--- src/verilog/rph_pkg.sv ---
// constants and carrier types of the reduced-interface phy data port
package rph_pkg;

	// clock and reference timing
	localparam int CLK_PERIOD_NS = 4;
	localparam int REF_PERIOD_NS = 20;
	localparam int REF_DIV = REF_PERIOD_NS / CLK_PERIOD_NS;
	localparam logic [2:0] REF_DIV_M1 = 3'(REF_DIV - 1);
	localparam logic [2:0] REF_HIGH = 3'(REF_DIV / 2);

	// dibit repeat count at the slow rate
	localparam int SLOW_HOLD = 10;
	localparam logic [3:0] SLOW_HOLD_M1 = 4'(SLOW_HOLD - 1);

	// carrier window at the fast rate
	localparam int CARR_WIN = 10;

	// idle value of the receive dibit bus
	localparam logic [1:0] DIBIT_IDLE = 2'h0;

	// strap codes
	localparam logic [2:0] STRAP_MII_B2B = 3'h6;
	localparam logic [2:0] STRAP_RMII_B2B = 3'h5;

	typedef enum logic [2:0] {
		MODE_NORMAL    = 3'b001,
		MODE_MII_B2B   = 3'b010,
		MODE_RMII_B2B  = 3'b100
	} rph_mode_t;

	typedef enum logic [2:0] {
		RX_IDLE = 3'b001,
		RX_WAIT = 3'b010,
		RX_DATA = 3'b100
	} rph_rx_state_t;

	// decoded receive stream from the line decoder
	typedef struct packed {
		logic [1:0] dibit;
		logic       vld;
		logic       err;
	} rph_line_rx_t;

	// raw carrier sensing from the line front end
	typedef struct packed {
		logic squelch;
		logic bit_val;
		logic bit_stb;
		logic active;
	} rph_sense_t;

	// transmit dibit handed to the line encoder
	typedef struct packed {
		logic [1:0] dibit;
		logic       vld;
		logic       frame;
	} rph_tx_t;

endpackage

--- src/verilog/rph_port.sv ---
// phy side of the reduced interface data port with repeater straps
// How it works
// - capture transmit dibit each enabled reference tick, every tenth tick at the slow rate
// - transmit data ignored while enable low
// - carrier sense rises at once on carrier
// - carrier sense drops when carrier lost
// - carrier sense gapless, drops on tick after last
// - receive data 00 until decoding starts
// - one receive dibit per tick while valid, per ten ticks at the slow rate
// - receive data 00 while carrier sense low
// - symbol error flagged for a tick
// - back-to-back devices form fast repeater
// - straps 110 select nibble repeater mode
// - straps 101 select reduced repeater mode
// - continuous 50 MHz reference times port
`timescale 1ns/100ps
module rph_port
	import rph_pkg::*;
(
	input  wire logic         clk_in,
	input  wire logic         resetn_in,
	input  wire logic         tx_en_in,
	input  wire logic [1:0]   txd_in,
	input  wire logic [2:0]   strap_in,
	input  wire logic         speed_100_in,
	input  wire rph_line_rx_t line_rx_in,
	input  wire rph_sense_t   sense_in,
	output logic              ref_clk_out,
	output logic              crs_dv_out,
	output logic [1:0]        rxd_out,
	output logic              rx_er_out,
	output rph_tx_t           tx_out,
	output rph_mode_t         mode_out
);

	// two non-adjacent zeros anywhere in the window
	function automatic logic gap_zeros(input logic [CARR_WIN-1:0] w);
		logic hit;
		hit = 1'b0;
		for (int i = 0; i < CARR_WIN - 2; i++) begin
			for (int j = i + 2; j < CARR_WIN; j++) begin
				if (!w[i] && !w[j])
					hit = 1'b1;
			end
		end
		return hit;
	endfunction

	function automatic rph_mode_t strap_mode(input logic [2:0] s);
		case (s)
			STRAP_MII_B2B:  return MODE_MII_B2B;
			STRAP_RMII_B2B: return MODE_RMII_B2B;
			default:        return MODE_NORMAL;
		endcase
	endfunction

	// pin synchronisers; no reset so straps are settled at release
	logic       tx_en_m_r, tx_en_s_r;
	logic [1:0] txd_m_r, txd_s_r;
	logic [2:0] strap_m_r, strap_s_r;
	logic       speed_m_r, speed_s_r;

	always_ff @(posedge clk_in) begin
		tx_en_m_r <= tx_en_in;
		tx_en_s_r <= tx_en_m_r;
		txd_m_r   <= txd_in;
		txd_s_r   <= txd_m_r;
		strap_m_r <= strap_in;
		strap_s_r <= strap_m_r;
		speed_m_r <= speed_100_in;
		speed_s_r <= speed_m_r;
	end

	wire tx_en_s = tx_en_s_r;

	// reference tick divider
	logic [2:0] div_cnt_r;
	logic       tick_r;

	always_ff @(posedge clk_in) begin
		if (!resetn_in) begin
			div_cnt_r   <= 3'h0;
			tick_r      <= 1'b0;
			ref_clk_out <= 1'b0;
		end else begin
			div_cnt_r   <= (div_cnt_r == REF_DIV_M1) ? 3'h0 :
				div_cnt_r + 3'h1;
			tick_r      <= (div_cnt_r == REF_DIV_M1);
			ref_clk_out <= (div_cnt_r < REF_HIGH);
		end
	end

	// straps are caught on the first edge after reset release
	logic strap_done_r;

	always_ff @(posedge clk_in) begin
		if (!resetn_in) begin
			strap_done_r <= 1'b0;
			mode_out     <= MODE_NORMAL;
		end else if (!strap_done_r) begin
			strap_done_r <= 1'b1;
			mode_out     <= strap_mode(strap_s_r);
		end
	end

	// repeater modes run only at the fast rate
	wire fast = speed_s_r || (mode_out != MODE_NORMAL);

	// carrier detection
	logic [CARR_WIN-1:0] win_r;
	logic                carrier_r;

	always_ff @(posedge clk_in) begin
		if (!resetn_in)
			win_r <= '1;
		else if (sense_in.bit_stb)
			win_r <= {win_r[CARR_WIN-2:0], sense_in.bit_val};
	end

	always_ff @(posedge clk_in) begin
		if (!resetn_in)
			carrier_r <= 1'b0;
		else if (!sense_in.active)
			carrier_r <= 1'b0;
		else if (fast ? gap_zeros(win_r) : sense_in.squelch)
			carrier_r <= 1'b1;
	end

	// one decoded dibit waits here for its tick
	logic [1:0] pend_d_r;
	logic       pend_v_r;
	logic       err_pend_r;
	logic [3:0] rep_cnt_r;
	rph_rx_state_t rx_st_r;

	wire take = tick_r && (rep_cnt_r == 4'h0) && pend_v_r;
	wire last = tick_r && (rep_cnt_r == 4'h0) && !pend_v_r &&
		!carrier_r;

	always_ff @(posedge clk_in) begin
		if (!resetn_in) begin
			pend_v_r <= 1'b0;
			pend_d_r <= DIBIT_IDLE;
		end else if (line_rx_in.vld) begin
			pend_v_r <= 1'b1;
			pend_d_r <= line_rx_in.dibit;
		end else if (take) begin
			pend_v_r <= 1'b0;
		end
	end

	// a new error beats the clear on the same tick
	always_ff @(posedge clk_in) begin
		if (!resetn_in)
			err_pend_r <= 1'b0;
		else if (line_rx_in.err && carrier_r)
			err_pend_r <= 1'b1;
		else if (tick_r)
			err_pend_r <= 1'b0;
	end

	always_ff @(posedge clk_in) begin
		if (!resetn_in)
			rep_cnt_r <= 4'h0;
		else if (take)
			rep_cnt_r <= fast ? 4'h0 : SLOW_HOLD_M1;
		else if (tick_r && rep_cnt_r != 4'h0)
			rep_cnt_r <= rep_cnt_r - 4'h1;
	end

	// rise any cycle, fall and data only on a tick
	always_ff @(posedge clk_in) begin
		if (!resetn_in) begin
			rx_st_r    <= RX_IDLE;
			crs_dv_out <= 1'b0;
			rxd_out    <= DIBIT_IDLE;
		end else begin
			case (rx_st_r)
				RX_IDLE: begin
					if (carrier_r) begin
						rx_st_r    <= RX_WAIT;
						crs_dv_out <= 1'b1;
					end
				end
				RX_WAIT: begin
					if (take) begin
						rx_st_r <= RX_DATA;
						rxd_out <= pend_d_r;
					end else if (last) begin
						rx_st_r    <= RX_IDLE;
						crs_dv_out <= 1'b0;
					end
				end
				RX_DATA: begin
					if (take) begin
						rxd_out <= pend_d_r;
					end else if (last) begin
						rx_st_r    <= RX_IDLE;
						crs_dv_out <= 1'b0;
						rxd_out    <= DIBIT_IDLE;
					end
				end
				default: begin
					rx_st_r    <= RX_IDLE;
					crs_dv_out <= 1'b0;
					rxd_out    <= DIBIT_IDLE;
				end
			endcase
		end
	end

	always_ff @(posedge clk_in) begin
		if (!resetn_in)
			rx_er_out <= 1'b0;
		else if (tick_r)
			rx_er_out <= crs_dv_out && !last &&
				(err_pend_r || line_rx_in.err);
	end

	// transmit sampling; at the slow rate every tenth tick
	logic [3:0] tx_cnt_r;

	always_ff @(posedge clk_in) begin
		if (!resetn_in) begin
			tx_cnt_r <= 4'h0;
			tx_out   <= '0;
		end else begin
			tx_out.vld <= 1'b0;
			if (tick_r) begin
				tx_out.frame <= tx_en_s;
				if (!tx_en_s) begin
					tx_cnt_r <= 4'h0;
				end else begin
					tx_cnt_r <= (fast || tx_cnt_r == SLOW_HOLD_M1) ?
						4'h0 : tx_cnt_r + 4'h1;
					if (tx_cnt_r == 4'h0) begin
						tx_out.vld   <= 1'b1;
						tx_out.dibit <= txd_s_r;
					end
				end
			end
		end
	end

	// checks
	a_tick_period: assert property (@(posedge clk_in) disable iff
		(!resetn_in) tick_r |=> !tick_r [*4] ##1 tick_r)
		else $error("reference tick period wrong");

	a_crs_fast_rise: assert property (@(posedge clk_in) disable iff
		(!resetn_in) $rose(carrier_r) && rx_st_r == RX_IDLE
		|=> crs_dv_out)
		else $error("carrier sense late");

	a_crs_fall_tick: assert property (@(posedge clk_in) disable iff
		(!resetn_in) $fell(crs_dv_out) |-> $past(tick_r)
		&& !$past(carrier_r))
		else $error("carrier sense fell off tick");

	a_rxd_wait_zero: assert property (@(posedge clk_in) disable iff
		(!resetn_in) rx_st_r == RX_WAIT |-> rxd_out == DIBIT_IDLE)
		else $error("data before decode");

	a_rxd_on_tick: assert property (@(posedge clk_in) disable iff
		(!resetn_in) !tick_r |=> $stable(rxd_out))
		else $error("receive data moved off tick");

	a_rxd_idle: assert property (@(posedge clk_in) disable iff
		(!resetn_in) !crs_dv_out |-> rxd_out == DIBIT_IDLE)
		else $error("receive data not idle");

	a_err_report: assert property (@(posedge clk_in) disable iff
		(!resetn_in) line_rx_in.err && carrier_r && crs_dv_out
		&& line_rx_in.vld |-> ##[1:6] rx_er_out)
		else $error("symbol error not flagged");

	a_rxer_on_tick: assert property (@(posedge clk_in) disable iff
		(!resetn_in) !tick_r |=> $stable(rx_er_out))
		else $error("receive error moved off tick");

	a_tx_capture: assert property (@(posedge clk_in) disable iff
		(!resetn_in) tick_r && tx_en_s && fast |=> tx_out.vld
		&& tx_out.dibit == $past(txd_s_r))
		else $error("transmit dibit missed");

	a_tx_ignore: assert property (@(posedge clk_in) disable iff
		(!resetn_in) tx_out.vld |-> $past(tx_en_s))
		else $error("idle transmit data taken");

	a_mode_strap: assert property (@(posedge clk_in) disable iff
		(!resetn_in) strap_done_r && !$past(strap_done_r)
		|-> mode_out == strap_mode($past(strap_s_r)))
		else $error("strap mode wrong");

	c_rx_frame: cover property (@(posedge clk_in) disable iff
		(!resetn_in) rx_st_r == RX_DATA ##[1:50] !crs_dv_out);
	c_rx_error: cover property (@(posedge clk_in) disable iff
		(!resetn_in) rx_er_out && crs_dv_out);
	c_tx_slow: cover property (@(posedge clk_in) disable iff
		(!resetn_in) tx_out.vld && !fast);
	c_b2b_mode: cover property (@(posedge clk_in) disable iff
		(!resetn_in) mode_out == MODE_RMII_B2B && crs_dv_out);

endmodule

--- config.mk ---
export PLATFORM = sky130hd
export DESIGN_NAME = rph_port
export DESIGN_NICKNAME = d
export VERILOG_FILES = /design/src/verilog/rph_pkg.sv /design/src/verilog/rph_port.sv
export SDC_FILE = /design/constraint.sdc
export NUM_CORES = 1
export LEC_CHECK = 0
export BUFFER_PORTS_ARGS = -buffer_cell sky130_fd_sc_hd__buf_2
export CORE_MARGIN = 1.5
export CORE_UTILIZATION = 56
export DETAILED_ROUTE_END_ITERATION = 10
export HOLD_SLACK_MARGIN = 0.08
export PLACE_DENSITY = 0.83
export SETUP_SLACK_MARGIN = 0.02
export SLEW_MARGIN = 40
export SYNTH_ARGS = -nofsm -noshare
export SYNTH_HDL_FRONTEND = slang
export SYNTH_SLANG_ARGS = --single-unit
--- constraint.sdc ---
create_clock -name clk_in -period 2 [get_ports clk_in]
set_input_delay 0.1 -clock clk_in [delete_from_list [all_inputs] [get_ports clk_in]]
set_output_delay 0.1 -clock clk_in [all_outputs]
set_load 0.01 [all_outputs]
After elaboration in Yosys (flattened, before gate mapping)
Cells that the tools add are included. W data, S select, Z words.

Register bits after elaboration: 57. Input port bits: 17. Output and inout bits: 12. Word-level logic and storage cells: 185.

Add/sub/neg operators: 3. Magnitude comparators: 1. Eq/ne operators: 14. Mux-type cells: 64. Bitwise logic cells: 2. Reductions and logical operators: 74.

Operator list (count): $mux W1 (48); $logic_and A1 B1 Y1 (44); $mux W4 (5); $logic_not A1 Y1 (13); $eq A3 B3 Y1 const B (4); $mux W3 (4); $reduce_and A3 Y1 (4); $pmux W3 S3 (1); $logic_not A4 Y1 (2); $ne A2 B2 Y1 const B (4); $mux W2 (3); $pmux W2 S3 (1); $pmux W3 S2 (1); $reduce_bool A2 Y1 (3); $add A4 B1 Y4 const B (1); $eq A4 B4 Y1 const B (1); $reduce_and A2 Y1 (2); $reduce_bool A4 Y1 (1); $reduce_or A2 Y1 (2); $sub A4 B1 Y4 const B (1); $add A3 B1 Y3 const B (1); $eq A3 B1 Y1 const B (1); $eq A3 B2 Y1 const B (1); $logic_or A1 B1 Y1 (3); other kinds (6) (7).

Logic depth before layout (Yosys ltp)
Gate-level depths: netlist of the first run.

Depth in word-level cells: 41. Mapped depth: 7. Gate-level depth less buffers: 6.

Worst setup path before layout of the first run
OpenSTA, ideal clock, no wires.

Path type: flip-flop to flip-flop. From: register rep_cnt_r[0]. To: register rx_st_r[2]. Setup time: 0.076 ns. Arrival time: 1.495 ns. Required time: 1.924 ns. Slack: 0.429 ns. Cell stages (with the launch flop): 8. Buffers on the path: 1. Cells stage by stage: dfxtp_1 > inv_1 > ha_1 > nand4bb_1 > buf_2 > nor3_1 > or3b_2 > a21boi_0.

Cells in the longest elaborated chain, start to end: 7. Elaborated cells between the ends (all ways): 11.

RTL lines: start: declaration (RTL line rph_port.sv:133) `logic [3:0] rep_cnt_r;`; start signal: assignment (RTL line rph_port.sv:166) `rep_cnt_r <= fast ? 4'h0 : SLOW_HOLD_M1;`; start signal: assignment (RTL line rph_port.sv:168) `rep_cnt_r <= rep_cnt_r - 4'h1;`; $logic_not A4 Y1 * (RTL line rph_port.sv:136, rph_port.sv:137); $logic_and A1 B1 Y1 * (RTL line rph_port.sv:136, rph_port.sv:137); $logic_and A1 B1 Y1 (2 in a row) (RTL line rph_port.sv:137) `wire last = tick_r && (rep_cnt_r == 4'h0) && !pend_v_r &&`; $mux W3; $mux W3 (on tied branches); $pmux W3 S3 (RTL line rph_port.sv:178) `case (rx_st_r)`; end signal: assignment (RTL line rph_port.sv:174) `rx_st_r <= RX_IDLE;`; end signal: assignment (RTL line rph_port.sv:181) `rx_st_r <= RX_WAIT;`; end signal: assignment (RTL line rph_port.sv:187) `rx_st_r <= RX_DATA;`; end: declaration (RTL line rph_port.sv:134) `rph_rx_state_t rx_st_r;`.

Every way passes the cells marked *; elsewhere a longest branch is shown, timed or not. The select of a mux whose other input is x is not followed. A chain may end at the register's enable or synchronous reset.

Worst setup path after layout of the first run
Same ends and word-level chain as after synthesis.

==> results of run 1 <==
-- layout make-up --
type                            count  area, sq um
Fill cell                         245          947
Timing Repair Buffer               42          278
Inverter                           10         37.5
Sequential cell                    57         1140
Multi-Input combinational cell    153         1030
Clock inverter                      5          125
Clock buffer                       11          151
Tap cell                           48         60.1
-- repair_timing --
| item | 4_1_cts | 5_1_grt |
|---|---|---|
| hold endpoints to repair | 13 | 0 |
| hold buffers | 13 | 0 |
| buffers inserted | 0 | 0 |
-- cell families (layout without fill, tap and decap cells) --
group | count (synthesis) | after routing | synth area share
compound gates | 37 | 37 | 0.114
xor+xnor | 3 | 3 | 0.0116
mux | 19 | 19 | 0.0843
buf+inv | 21 | 68 | 0.0372
fa+ha+maj | 6 | 6 | 0.0333
flops | 57 | 57 | 0.506
simple gates | 88 | 88 | 0.214
-- worst max-delay path by stage --
stage                 start    endpoint  cells after the start
2_1_floorplan  rep_cnt_r[0]  rx_st_r[2]                      7
3_3_place_gp   rep_cnt_r[0]  rx_st_r[2]                      6
3_5_place_dp   rep_cnt_r[0]  rx_st_r[2]                      6
4_1_cts        rep_cnt_r[0]  rx_st_r[2]                      6
5_1_grt        rep_cnt_r[0]  rx_st_r[2]                      6
6_report       rep_cnt_r[0]  rx_st_r[2]                      6
-- flip-flops by register name, summed over array words and instances, names as in the netlist, 2 cells and up --
name / cells
txd_s_r: 2
div_cnt_r: 3
txd_m_r: 2
rep_cnt_r: 4
pend_d_r: 2
rx_st_r: 3
rxd_out: 2
win_r: 10
mode_out: 3
tx_out: 4
strap_m_r: 3
tx_cnt_r: 4
strap_s_r: 3
-- metal layers --
metal | share of wire | vias to the layer above | global-route usage
li1 | - | 887 | -
met3 | 0.040 | 13 | 0.0760
met4 | 0.026 | 0 | 0.143
met1 | 0.44 | 830 | 0.268
met2 | 0.49 | 42 | 0.400
met5 | 0 | - | 0
-- cells in the final DEF (no fill, tap or decap), drive strengths merged, types with 4 or more instances in the layout --
cell / instances
dlygate4sd3: 13
ha: 6
a21oi: 9
nand2b: 4
bufinv: 4
nand3: 9
nand2: 28
dfxtp: 57
clkbuf: 11
o31ai: 4
o21ai: 6
buf: 29
nor3b: 5
nor2: 10
nor3: 4
inv: 10
nor2b: 13
mux2i: 19
-- worst max-delay path, stage by stage (launching register included) --
cell and delay (ps):
dfxtp_1 360, inv_1 60, ha_1 250, nand4bb_1 320
nor3_1 100, or3b_2 440, a21boi_0 190
-- report_power, final --
group	internal, mW	total (mW)	switching, mW	leakage, nW
Clock	1.02	1.48	0.461	0.140
Sequential	1.17	1.20	0.0296	0.468
Combinational	0.0765	0.144	0.0674	0.595
==> results.md, run 1 <==
* R2R setup slack at ~210 ps
* Cell Rows at 22
* Max cap viols at 0
* Hold Path Cell Cnt at 3
* CTS tree: done
* Vias in the first global route at 1,771
* Via Count at 1,772
* I/O Buffers at 28
* Routed Antenna Nets at 0
* DIE AREA at approximately 0.0044 sq mm
* Max frequency at around 0.56 GHz
* Synth Net Count at between 200 and 300
* Synth warn at 0
* Congestion Overflow GR at 0
* Commonest cells post-synth: dfxtp_1 (57), nand2_1 (28), mux2i_1 (19)
* Max-slew violations at 0
* CTS H-tree lvls at 3
* Layout Nets at between 200 and 300
* Required time of the critical path at 2260 ps
* CP Max Fanout at 9
* Post-detail-place hpwl at 2.73 mm
* Dpl ws at 214 ps
* Mapped Avg Cell Area at just under 10 sq um
* Worst R2R Start: rep_cnt_r[0]
* Final Util at 0.749
* Reg2reg path depth at 6
* Initial antenna violation count at 0
* End of the worst hold path: carrier_r
* Worst slew pin tran at 576 ps
* Clock-pin slew on the worst setup and hold paths at 70 ps
* Routability Congestion at about 0.79
* CTS Buffer Depth at 2
* DP Area at 0.00242 sq mm
* WS Path Type: flop to flop
* Asr flop ratio synth at 0
* Cell area after layout at 0.00282 sq mm
* Post-Layout Cell Count at 326
* Unrepaired setup endpoints after global routing: false
* Pwr Density at 1000 mW/mm^2
* HP Class: input pin to flop
* Setup crit end kind: flop
* Final WS setup at 214 ps
* Synth Register Bits at 57
* Final Hold Fails at 0
* Ant diodes at 0
* Synth top area share at 0.506
* DRC viols at 0
* Area contributors post-synth: dfxtp_1 (51%), mux2i_1 (8.4%), nand2_1 (4.7%)
* Die H at 66.5 microns
* Die X at 66.5 microns
* Initial Utilization at 0.598
* Area Growth Syn to Fin at 25.2%
* Skew-Pair Late Insertion Delay at 340 ps
* Min-delay src: sense_in[3]
* Clock sinks at 57
* WL final at 4.51 mm
* Via-to-Cell Ratio at 5.44
* PostCTS Resize Cnt at 0
* Yosys top cell by area: dfxtp_1
* Synth cell types at between 40 and 50
* CP startpoint kind: flop
* Synth Cell Area at 0.00226 sq mm
* Cells after synthesis at approximately 230
* Leak pwr at between 1 and 1.5 nW
* DRT Pass-1 Iters at 4
* Maximum vdd drop at approximately 0.00075 V
* CTS buffer count at 9
* Synth Flop Type: dfxtp_1
* Proportion of layout cells with a drive suffix above 1 at 0.183
* Final Hold Slack at ~140 ps
* Reg-to-reg endpoint: rx_st_r[2]
* Root buffer cell: clkbuf_8
* Design Power at 2.83 mW
* Status: finished clean
* Final setup fails at 0
* Core area at 0.00377 sq mm
* Ports at 29
* Placed Cells incl. Taps at 297
* Post-Route Skew at slightly above 7 ps
* Crit path DAT at 2040 ps
* Post-synth EDFFs at 0
* Gr usage total at 0.241
* Register area share after synthesis at 0.506
* Drt first-iter violations at 74
* First-pass GRT wire length at between 7 and 8 mm
* Largest net degree at the start of global routing at 31
* Setup_tns at 0 ps
* Final min period at approximately 1800 ps
* Slew HR at 0.610
* Final period utilization at 0.893
* WL per Instance at 13.8 microns
* Cell with the most instances after synthesis: dfxtp_1
Power figures use the tool's default switching activity.
==> run 2: changes to the inputs <==
==> constraint.sdc (replaced) <==
create_clock -name clk_in -period 2 [get_ports clk_in]
set_input_delay 0.2 -clock clk_in [delete_from_list [all_inputs] [get_ports clk_in]]
set_output_delay 0.2 -clock clk_in [all_outputs]
set_load 0.01 [all_outputs]
==> results.md, run 2 (same netlist as run 1, synthesis figures left out) <==
* Die X at ~66 microns
* Die H at roughly 66 microns
* Skew-Pair Late Insertion Delay at 330 ps
* Largest delay contributor family on the critical path: simple AND/OR/NAND/NOR gates
* Dpl ws at ~210 ps
* Crit-path cells: inv_1, ha_1, nand4bb_1, nor3_1, or3b_2, a21boi_0
* Routability Congestion at 0.787
* WL per Instance at between 10 and 15 microns
* Largest net degree at the start of global routing at 31
* DRT Pass-1 Iters at 4
* Max incr delay on CP at 440 ps
* Setup crit end kind: flop
* WL final at 4.39 mm
* PostCTS Resize Cnt at 0
* Reg2reg path depth at 6
* Post-Route Skew at 7.56 ps
* Area Growth Syn to Fin at 22.5%
* Vias in the first global route at 1,734
* Most frequent cells in the layout: dfxtp_1 (57), nand2_1 (28), buf_2 (28), mux2i_1 (19), nor2b_1 (13)
* CP startpoint kind: flop
* Final period utilization at 0.896
* Maximum vdd drop at 0.000980 V
* Initial Utilization at 0.598
* Max frequency at 0.558 GHz
* Via Count at 1,740
* Via-to-Cell Ratio at 5.44
* Crit path to: rx_st_r[2]
* CP Max Fanout at 9
* DIE AREA at 0.00442 sq mm
* Hold Path Cell Cnt at 3
* CTS Buffer Depth at 2
* Max FFs per register at 10
* Max cap viols at 0
* Proportion of layout cells with a drive suffix above 1 at 0.188
* DRC viols at 0
* Required time of the critical path at 2250 ps
* Drt first-iter violations at 83
* Ports at 29
* Unrepaired setup endpoints after global routing: false
* HP Class: input pin to flop
* Setup_tns at 0 ps
* First-pass GRT wire length at 7.53 mm
* R2R setup slack at approximately 210 ps
* Clock-pin slew on the worst setup and hold paths at 70 ps
* Ant diodes at 0
* Slowest stage cell, crit path: or3b_2
* Leak pwr at about 1.2 nW
* Post-Layout Cell Count at 320
* Gr usage total at 0.229
* Most common cell after layout, fill and taps aside: dfxtp_1
* Core area at roughly 0.0038 sq mm
* Slew HR at 0.602
* CP bufs+invs at 1
* Routed Antenna Nets at 0
* Final setup fails at 0
* Status: finished clean
* Pwr Density at 1020 mW/mm^2
* Worst R2R Start: rep_cnt_r[0]
* Initial antenna violation count at 0
* WS Path Type: flop to flop
* Layout Nets at 290
* CTS buffer count at 9
* Worst path depth at 6
* Crit path DAT at 2040 ps
* Max-slew violations at 0
* Reg with most FFs: win_r
* Final WS setup at 208 ps
* Placed Cells incl. Taps at 297
* Post-detail-place hpwl at 2.73 mm
* Worst slew pin tran at 588 ps
* Clock sinks at 57
* Root buffer cell: clkbuf_8
* Final Hold Fails at 0
* Final min period at 1790 ps
* Worst setup path start: rep_cnt_r[0]
* CTS tree: done
* Cell Rows at 22
* CTS H-tree lvls at 3
* Reg-to-reg endpoint: rx_st_r[2]
* I/O Buffers at 28
* Congestion Overflow GR at 0
==> run 2: cell types whose count changed in the layout (fill, tap and decap cells not counted) <==
cell and delta:
dlygate4sd3_1 -6
==> run 2: worst min-delay path by stage <==
| stage | start | to | slack, ps |
|---|---|---|---|
| CTS | sense_in[2] | win_r[0] | 80 |
| detailed placement | speed_100_in | speed_m_r | 300 |
| floorplan | speed_100_in | speed_m_r | 230 |
| global placement | strap_in[1] | strap_m_r[1] | 300 |
| finish | sense_in[2] | win_r[0] | 90 |
| global route | sense_in[2] | win_r[0] | 120 |
==> run 2: worst min-delay path: cells and delay by family <==
kind,cells,cell delay [ps]
and+or+nand+nor,1,60
muxes,1,50
buffers and inverters,1,80
==> run 2: timing repair <==
| item | 4_1_cts | 5_1_grt |
|---|---|---|
| setup endpoints to repair | 0 | 0 |
| hold buffers | 7 | 0 |
| hold endpoints to repair | 7 | 0 |
| setup buffers | 0 | 0 |
==> run 2: report_power, final <==
part	internal [mW]	leakage (nW)	total [mW]	switching (mW)
Combinational	0.0687	0.570	0.131	0.0628
Sequential	1.17	0.468	1.20	0.0301
Clock	1.02	0.140	1.47	0.455
Total	2.26	1.18	2.81	0.548
==> run 2: routing by layer <==
metal  vias up  GRT usage  share of wire
li1        873          -              -
met1       804      0.268           0.45
met2        55      0.378           0.49
met3         8     0.0642          0.043
met4         0      0.125          0.016
met5         -          0              0
==> run 2: layout make-up <==
cell class                 count  area (sq um)
fill                         256          1010
sequential                    57          1140
inverter                      10          37.5
multi-input combinational    153          1030
timing repair buffer          36           218
tap                           48          60.1
clock inverter                 5           125
clock buffer                  11           151
==> run 2: per-stage QoR <==
| step | utilization | power (mW) | area [sq um] | hold WS, ps |
|---|---|---|---|---|
| global route | 0.733 | 2.91 | 2760 | 120 |
| floorplan | - | 1.31 | 2260 | 228 |
| CTS | 0.733 | 2.82 | 2760 | 83.7 |
| finish | 0.733 | 2.81 | 2760 | 94.0 |
| global placement | 0.641 | 1.34 | 2420 | 302 |
| detailed placement | 0.641 | 1.35 | 2420 | 304 |
